[src/utr_params.svh]
// register offsets, reset values and field positions for the test bank
// assumes inclusion by bare name from the package and the bank files
`ifndef UTR_PARAMS_SVH
`define UTR_PARAMS_SVH
`define UTR_OFS_PRODUCT 6'h00
`define UTR_OFS_REVISION 6'h01
`define UTR_OFS_MOTION 6'h02
`define UTR_OFS_XDISP 6'h03
`define UTR_OFS_YDISP 6'h04
`define UTR_OFS_SURFACE_QUALITY 6'h05
`define UTR_OFS_EXP_HI 6'h06
`define UTR_OFS_EXP_LO 6'h07
`define UTR_OFS_PIX_MAX 6'h08
`define UTR_OFS_PIX_AVG 6'h09
`define UTR_OFS_PIX_MIN 6'h0A
`define UTR_OFS_PIX_DUMP 6'h0B
`define UTR_OFS_WHEEL 6'h0C
`define UTR_OFS_SETUP 6'h0D
`define UTR_OFS_INV_REV 6'h3F
`define UTR_BIT_VALID 7
`define UTR_BTN_MSB 4
`define UTR_SETUP_RST 8'h00
`define UTR_ZERO_BYTE 8'h00
// product code is arbitrary, not a real part value
`define UTR_PRODUCT_CODE 8'hA7
// revision code is arbitrary
`define UTR_REVISION_CODE 8'h10
`define UTR_NUM_REGS 64
`endif

[src/utr_pkg.sv]
// types shared by the test register bank and its store
// assumes utr_params.svh is on the include path
`include "utr_params.svh"
package utr_pkg;
  // one vendor test request from the usb engine
  typedef struct packed {
    logic rd;
    logic wr;
    logic [5:0] addr;
    logic [7:0] wdata;
  } utr_req_t;
  // answer back to the usb engine
  typedef struct packed {
    logic ack;
    logic refused;
    logic [7:0] rdata;
  } utr_rsp_t;
  // image statistics from the navigation datapath
  typedef struct packed {
    logic [7:0] surface_quality;
    logic [15:0] exposure;
    logic [7:0] pix_max;
    logic [7:0] pix_avg;
    logic [7:0] pix_min;
    logic [7:0] pix_dump;
    logic [7:0] wheel;
    logic [7:0] ydisp;
  } utr_stats_t;
  typedef enum logic [1:0] {
    UTR_IDLE = 2'b00,
    UTR_ANSWER = 2'b01
  } utr_state_t;
endpackage

[src/utr_enable_store.sv]
// per-register enable flags for the test bank
// assumes clear comes from usb bus reset, held one cycle; power loss arrives on rst_n
`include "utr_params.svh"
module utr_enable_store
  import utr_pkg::*;
#(
  parameter int NREGS = `UTR_NUM_REGS
)
(
  input wire logic ref_clk,
  input wire logic rst_n,
  input wire logic clear_all,
  input wire logic set_en,
  input wire logic [5:0] set_idx,
  input wire logic [5:0] rd_idx,
  output logic rd_en
);
  logic [NREGS-1:0] en_reg;

  initial
  begin
    if (NREGS != 64)
      $error("utr_enable_store serves exactly 64 entries");
  end

  ////////////////////////////////////////////////////////////////////////
  // one flag per register; bus reset clears all
  genvar g;
  generate
    for (g = 0; g < NREGS; g++)
    begin : g_en
      always_ff @(posedge ref_clk or negedge rst_n)
      begin
        if (!rst_n)
          en_reg[g] <= 1'b0;
        else if (clear_all)
          en_reg[g] <= 1'b0;
        else if (set_en && set_idx == 6'(g))
          en_reg[g] <= 1'b1;
      end
    end
  endgenerate

  // registered read port, answers one cycle later
  always_ff @(posedge ref_clk or negedge rst_n)
  begin
    if (!rst_n)
      rd_en <= 1'b0;
    else
      rd_en <= en_reg[rd_idx];
  end
endmodule

[src/utr_bank.sv]
// test and diagnostic register bank reached by usb vendor test requests
// assumes the usb engine presents one request per pulse and a bus reset
// pulse; supply loss appears as rst_n.
`include "utr_params.svh"
module utr_bank
  import utr_pkg::*;
(
  input wire logic ref_clk,
  input wire logic rst_n,
  input wire logic usb_bus_reset,
  input utr_req_t req,
  output utr_rsp_t rsp,
  input wire logic report_valid_flag,
  input wire logic [4:0] btn_debounced,
  input wire logic [7:0] report_x,
  input utr_stats_t stats,
  input wire logic enable_pulse,
  input wire logic [5:0] enable_idx,
  input wire logic [63:0] gated_map,
  output logic [7:0] setup_bits
);
  utr_state_t state_reg;
  logic [5:0] addr_reg;
  logic wr_reg;
  logic [7:0] wdata_reg;
  logic x_seen_reg;
  logic idx_en;
  logic [7:0] rdata_next;
  logic mapped;

  ////////////////////////////////////////////////////////////////////////
  // enable flags live in their own store
  // clear on bus reset
  utr_enable_store #(.NREGS(`UTR_NUM_REGS)) utr_enable_store_i (
    .ref_clk(ref_clk),
    .rst_n(rst_n),
    .clear_all(usb_bus_reset),
    .set_en(enable_pulse),
    .set_idx(enable_idx),
    .rd_idx(req.addr),
    .rd_en(idx_en)
  );

  ////////////////////////////////////////////////////////////////////////
  // capture a request, answer it in the next cycle
  always_ff @(posedge ref_clk or negedge rst_n)
  begin
    if (!rst_n)
      state_reg <= UTR_IDLE;
    else if (usb_bus_reset)
      state_reg <= UTR_IDLE;
    else
      case (state_reg)
        UTR_IDLE: if (req.rd || req.wr) state_reg <= UTR_ANSWER;
        UTR_ANSWER: state_reg <= UTR_IDLE;
        default: state_reg <= UTR_IDLE;
      endcase
  end

  // request fields held for the answer cycle
  always_ff @(posedge ref_clk or negedge rst_n)
  begin
    if (!rst_n)
    begin
      addr_reg <= 6'h00;
      wr_reg <= 1'b0;
      wdata_reg <= 8'h00;
    end
    else if (state_reg == UTR_IDLE && (req.rd || req.wr))
    begin
      addr_reg <= req.addr;
      wr_reg <= req.wr;
      wdata_reg <= req.wdata;
    end
  end

  // a gated register that is not yet enabled is refused
  // refuse until enabled
  logic allowed;
  assign allowed = !gated_map[addr_reg] || idx_en;

  // decode of printed offsets; others answer refused
  always_comb
  begin
    mapped = 1'b1;
    rdata_next = `UTR_ZERO_BYTE;
    case (addr_reg)
      `UTR_OFS_PRODUCT: rdata_next = `UTR_PRODUCT_CODE;
      `UTR_OFS_REVISION: rdata_next = `UTR_REVISION_CODE;
      `UTR_OFS_MOTION:
        rdata_next = {report_valid_flag, 2'b00, btn_debounced};
      `UTR_OFS_XDISP: rdata_next = report_x;
      `UTR_OFS_YDISP:
        rdata_next = x_seen_reg ? stats.ydisp : `UTR_ZERO_BYTE;
      `UTR_OFS_SURFACE_QUALITY: rdata_next = stats.surface_quality;
      `UTR_OFS_EXP_HI: rdata_next = stats.exposure[15:8];
      `UTR_OFS_EXP_LO: rdata_next = stats.exposure[7:0];
      `UTR_OFS_PIX_MAX: rdata_next = stats.pix_max;
      `UTR_OFS_PIX_AVG: rdata_next = stats.pix_avg;
      `UTR_OFS_PIX_MIN: rdata_next = stats.pix_min;
      `UTR_OFS_PIX_DUMP: rdata_next = stats.pix_dump;
      `UTR_OFS_WHEEL: rdata_next = stats.wheel;
      `UTR_OFS_SETUP: rdata_next = setup_bits;
      `UTR_OFS_INV_REV: rdata_next = ~`UTR_REVISION_CODE;
      default: mapped = 1'b0;
    endcase
  end

  logic do_access;
  assign do_access = state_reg == UTR_ANSWER && mapped && allowed;

  // x read arms the y read; y read or bus reset disarms it
  // read order
  always_ff @(posedge ref_clk or negedge rst_n)
  begin
    if (!rst_n)
      x_seen_reg <= 1'b0;
    else if (usb_bus_reset)
      x_seen_reg <= 1'b0;
    else if (do_access && !wr_reg && addr_reg == `UTR_OFS_XDISP)
      x_seen_reg <= 1'b1;
    else if (do_access && !wr_reg && addr_reg == `UTR_OFS_YDISP)
      x_seen_reg <= 1'b0;
  end

  // the only writable register steers the sensor setup
  // host programs setup
  always_ff @(posedge ref_clk or negedge rst_n)
  begin
    if (!rst_n)
      setup_bits <= `UTR_SETUP_RST;
    else if (do_access && wr_reg && addr_reg == `UTR_OFS_SETUP)
      setup_bits <= wdata_reg;
  end

  // answer, one cycle pulse two edges after the request
  always_ff @(posedge ref_clk or negedge rst_n)
  begin
    if (!rst_n)
      rsp <= '0;
    else
    begin
      rsp.ack <= state_reg == UTR_ANSWER;
      rsp.refused <= state_reg == UTR_ANSWER && !(mapped && allowed);
      rsp.rdata <= (do_access && !wr_reg) ? rdata_next : `UTR_ZERO_BYTE;
    end
  end

  ////////////////////////////////////////////////////////////////////////
  // checks
  // flag on bit 7
  motion_flag_a: assert property (@(posedge ref_clk) disable iff (!rst_n)
    (state_reg == UTR_ANSWER && addr_reg == `UTR_OFS_MOTION && !wr_reg
     && allowed) |=> rsp.rdata[`UTR_BIT_VALID] == $past(report_valid_flag))
    else $error("motion flag not mirrored");
  motion_buttons_a: assert property (@(posedge ref_clk) disable iff (!rst_n)
    (state_reg == UTR_ANSWER && addr_reg == `UTR_OFS_MOTION && !wr_reg
     && allowed) |=> rsp.rdata[6:0] == {2'b00, $past(btn_debounced)})
    else $error("button bits wrong");
  gated_refuse_a: assert property (@(posedge ref_clk) disable iff (!rst_n)
    (state_reg == UTR_ANSWER && !allowed) |=> rsp.refused && rsp.rdata == 8'h00)
    else $error("gated register served");
  y_order_a: assert property (@(posedge ref_clk) disable iff (!rst_n)
    (state_reg == UTR_ANSWER && addr_reg == `UTR_OFS_YDISP && !x_seen_reg)
    |=> rsp.rdata == 8'h00)
    else $error("y read before x not zero");
  x_value_a: assert property (@(posedge ref_clk) disable iff (!rst_n)
    (do_access && !wr_reg && addr_reg == `UTR_OFS_XDISP)
    |=> rsp.rdata == $past(report_x))
    else $error("x value wrong");
  setup_write_a: assert property (@(posedge ref_clk) disable iff (!rst_n)
    (do_access && wr_reg && addr_reg == `UTR_OFS_SETUP)
    |=> setup_bits == $past(wdata_reg))
    else $error("setup write lost");
  bus_reset_a: assert property (@(posedge ref_clk) disable iff (!rst_n)
    usb_bus_reset |=> !x_seen_reg && state_reg == UTR_IDLE)
    else $error("bus reset ignored");
  answer_time_a: assert property (@(posedge ref_clk) disable iff (!rst_n)
    (state_reg == UTR_IDLE && (req.rd || req.wr) && !usb_bus_reset)
    |=> ##1 rsp.ack)
    else $error("answer late");
  cov_motion_c: cover property (@(posedge ref_clk)
    do_access && addr_reg == `UTR_OFS_MOTION);
  cov_xy_c: cover property (@(posedge ref_clk)
    do_access && addr_reg == `UTR_OFS_YDISP && x_seen_reg);
  cov_refuse_c: cover property (@(posedge ref_clk) rsp.refused);
endmodule

[config.mk]
export PLATFORM = sky130hd
export DESIGN_NAME = utr_bank
export DESIGN_NICKNAME = d
export VERILOG_FILES = /design/src/utr_pkg.sv /design/src/utr_enable_store.sv /design/src/utr_bank.sv
export VERILOG_INCLUDE_DIRS = /design/src
export SDC_FILE = /design/constraint.sdc
export NUM_CORES = 1
export LEC_CHECK = 0
export BUFFER_PORTS_ARGS = -buffer_cell sky130_fd_sc_hd__buf_2
export CAP_MARGIN = 15
export CORE_MARGIN = 4
export CORE_UTILIZATION = 40
export CTS_CLUSTER_SIZE = 30
export DETAILED_ROUTE_END_ITERATION = 12
export HOLD_SLACK_MARGIN = 0.05
export PLACE_DENSITY = 0.66
export SLEW_MARGIN = 20
export SYNTH_ARGS = -nofsm -noshare
export SYNTH_HDL_FRONTEND = slang
export SYNTH_SLANG_ARGS = --single-unit
[constraint.sdc]
create_clock -name ref_clk -period 5.45 [get_ports ref_clk]
set_clock_uncertainty 0.2 [all_clocks]
set_input_delay 0.2725 -clock ref_clk [delete_from_list [all_inputs] [get_ports ref_clk]]
set_output_delay 0.2725 -clock ref_clk [all_outputs]
set_load 0.05 [all_outputs]
==> impl_metrics.json <==
{
  "cp-end-kind": "flop",
  "detail-route-antenna-nets": 0,
  "rsz0062_at_grt": "false",
  "drt_pre_antenna_iters": 5,
  "postSynthRegisterBits": 100,
  "sort_of_element_at_the_start_of_the_critical_path": "flop",
  "synth_simple_gate_area_share_pct": 14.9,
  "cts_made_buffers": 9,
  "synthDominantCellAreaShare_pct": 45.5,
  "port-buffer-count": 193,
  "crit_end": "setup_bits[7]",
  "number_of_antenna_violations_at_the_first_check_in_global_routing": 0,
  "fillers": 1192,
  "worstHoldStart": "stats[39]",
  "worstPathBufferInverterCount": 0,
  "worstPathArrival_ns": 3.20,
  "core_sq_um": 13300,
  "setup_total_negative_slack_ns": 0,
  "syn-mean-instance-area_sq_um": 10.9,
  "peakVddDrop_mv": 0.144,
  "regToRegSetupSlack_ns": 2.27,
  "route.vias.total": 5056,
  "synth_compound_gate_area_share_pct": 14.4,
  "dp_hpwl_um": 13100,
  "startpoint": "addr_reg[0]",
  "grt_overflow": 0,
  "post_synthesis_cell_type_with_the_largest_combined_area": "dfrtp_1",
  "outcome": "completed",
  "crit_path_cell_trace": "mux2i_1 > a22o_1 > a31oi_1 > nand4b_1 > a311o_1 > nand4_2 > mux2_2",
  "setup-violations-final": 0,
  "synth_top_cells_by_area": "dfrtp_1, mux4_2, a21oi_1",
  "timing.critical_path.depth": 7,
  "cts.reportedPaths.clkPinSlew_ns": 0.07,
  "drc_viols": 0,
  "syn2layout_area_growth_pct": 26.2,
  "timing.max_slew.rel_slack_pct": 26.4,
  "antenna_cells": 0,
  "finish.net_count": 870,
  "drt-vias-per-instance": 5.78,
  "cell_at_the_root_of_the_clock_tree": "clkbuf_16",
  "synth.cell_area_sq_um": 5500,
  "drive_gt1_share_pct": 39.0,
  "main_combinational_cell_family_by_area_after_synthesis": "multiplexers",
  "core.rowCount": 42,
  "die-height_um": 125,
  "leakage_nw": 3.36,
  "die-area_sq_um": 15700,
  "htreeDepth": 3,
  "start_util_pct": 41.2,
  "grt_pass1_vias": 5137,
  "routabilityCongestion": 0.951,
  "delay_heaviest_family_cp": "flip-flops",
  "crit_path_max_fanout": 44,
  "largest_net_degree_at_the_start_of_global_routing": 83,
  "clkLatencyLatePin_ns": 0.34,
  "detailed_place.area_sq_um": 6550,
  "finalMaxSlewViolations": 0,
  "fin_hold_ws_ns": 0.100,
  "synth_warnings": 0,
  "dieWidth_um": 125,
  "dr.first_iter.drc_count": 406,
  "tightestPinTransition_ns": 1.10,
  "worst_r2r_startpoint": "addr_reg[0]",
  "max_stage_delay_ns": 1.07,
  "cell_area_power_density_nw_per_um2": 252,
  "max_cap_viol_count": 0,
  "synth_seq_area_share_pct": 45.5,
  "synth_fp_nets": 682,
  "multiInputGateArea_sq_um": 2820,
  "synthCells": 506,
  "hold_class": "in2reg",
  "ff2ff_path_depth": 7,
  "finalWorstPathRequiredPeriod_ns": 3.18,
  "post_synth_num_cell_types": 46,
  "parity_gate_share_of_the_synthesized_area_counting_xor_and_xnor_cells_pct": 0,
  "drt-wirelength-per-cell_um": 20.1,
  "clock_tree_from_tritoncts": "built",
  "final_hold_viol_count": 0,
  "largest_register_ffs": 64,
  "seq_area_sq_um": 2500,
  "final_area_sq_um": 6940,
  "crit_type": "reg2reg",
  "cts_sinks": 100,
  "synth_area_in_adders_pct": 0,
  "fmaxAchievable_mhz": 314,
  "synth_mux_area_share_pct": 22.1,
  "grtUsageTotal_pct": 21.9,
  "worst-endpoint-required_ns": 5.47,
  "wl_um": 17600,
  "layout_worst_path_cycle_share_pct": 58.4,
  "slowest_stage": "dfrtp_2",
  "regToRegEndpoint": "setup_bits[7]",
  "ioPinCount": 194,
  "cts_max_path_buffers": 2,
  "wire_length_of_the_first_global_routing_pass_um": 27600
}
## worst register-to-register path, stage by stage, from the launching register on
cell	delay [ns]
dfrtp_2	1.07
mux2i_1	0.22
a22o_1	0.27
a31oi_1	0.15
nand4b_1	0.12
a311o_1	0.42
nand4_2	0.24
mux2_2	0.37
## routing by layer
layer	routed length [um]	part of all wire, %	GRT usage [%]
met4	327	1.9	6.12
met2	8600	49	36.3
met5	0	0	0
met3	1390	7.9	5.03
met1	7270	41	29.1
## cells by family (layout without fill, tap and decap cells)
family,after synthesis,after routing
buffers and inverters,33,225
muxes,77,77
DFF,100,100
and+or+nand+nor,167,167
AOI/OAI and AO/OA,129,129
## worst min path at each step
stage                        end  cells after the start  slack, ns
finish                    rsp[7]                      4       0.10
CTS                       rsp[7]                      4       0.09
global placement    wdata_reg[7]                      1      -0.04
global route         addr_reg[3]                      2       0.10
detailed placement  wdata_reg[3]                      1      -0.03
floorplan            addr_reg[0]                      0      -0.22
## report_power, final
| group | switching, mW | total [mW] | internal (mW) |
|---|---|---|---|
| clock | 0.276 | 0.587 | 0.311 |
| combinational | 0.175 | 0.339 | 0.164 |
| sequential | 0.0566 | 0.824 | 0.768 |
## synth_stat cells (all sizes together)
master / n
dfrtp: 100
nor2: 82
a21oi: 76
mux2: 31
mux4: 29
nand2: 19
mux2i: 17
buf: 16
clkbuf: 15
a22oi: 14
nor3: 14
a221oi: 9
and3: 9
nand2b: 8
nand4: 8
o21ai: 7
a222oi: 6
nor2b: 6
a31oi: 5
nand3: 5
a22o: 4
nor4: 3
or2: 3
a211oi: 2
and3b: 2
inv: 2
nand3b: 2
nor3b: 2
a311o: 1
a31o: 1
and4b: 1
nand4b: 1
o211a: 1
o21bai: 1
o221ai: 1
o22ai: 1
or4: 1
or4b: 1
## cell usage in the layout (no fill, tap or decap), types with 3 or more instances in the layout
cell,n
buf_4,4
nand4_1,7
a221oi_1,9
mux4_2,18
buf_2,191
nand3_1,5
inv_6,3
dfrtp_1,99
nand2_1,19
nor2b_1,6
o21ai_0,6
nor2_1,82
clkbuf_16,9
nand2b_1,8
mux2i_1,17
a22o_1,4
mux2_2,31
a31oi_1,5
dlygate4sd3_1,12
and3_1,9
a22oi_1,14
a21oi_1,76
or2_2,3
mux4_1,11
a222oi_1,6
nor3_1,12
## timing repair
item,CTS,global route
endpoints found under the hold margin,29,0
buffers inserted,0,0
hold buffers,12,0
gates resized for setup,0,0
## through the flow
step           instances  worst slack, ns  util (%)  power (mW)
3_5_place_dp         847             2.28      49.0        1.17
5_1_grt              874             2.12      52.0        1.83
6_report             874             2.27      52.0        1.75
2_1_floorplan        506             3.04         -        1.03
4_1_cts              874             2.26      52.0        1.76
3_3_place_gp         847             2.39      49.0        1.16
## cell type report
| class | count | share of cell area, % |
|---|---|---|
| sequential | 100 | 36.1 |
| clock inverter | 6 | 0.667 |
| multi-input combinational | 373 | 40.7 |
| tap | 176 | 3.17 |
| timing repair buffer | 208 | 16.1 |
| clock buffer | 9 | 3.24 |
| inverter | 2 | 0.108 |
No activity file was read; power rests on OpenSTA's default activity.
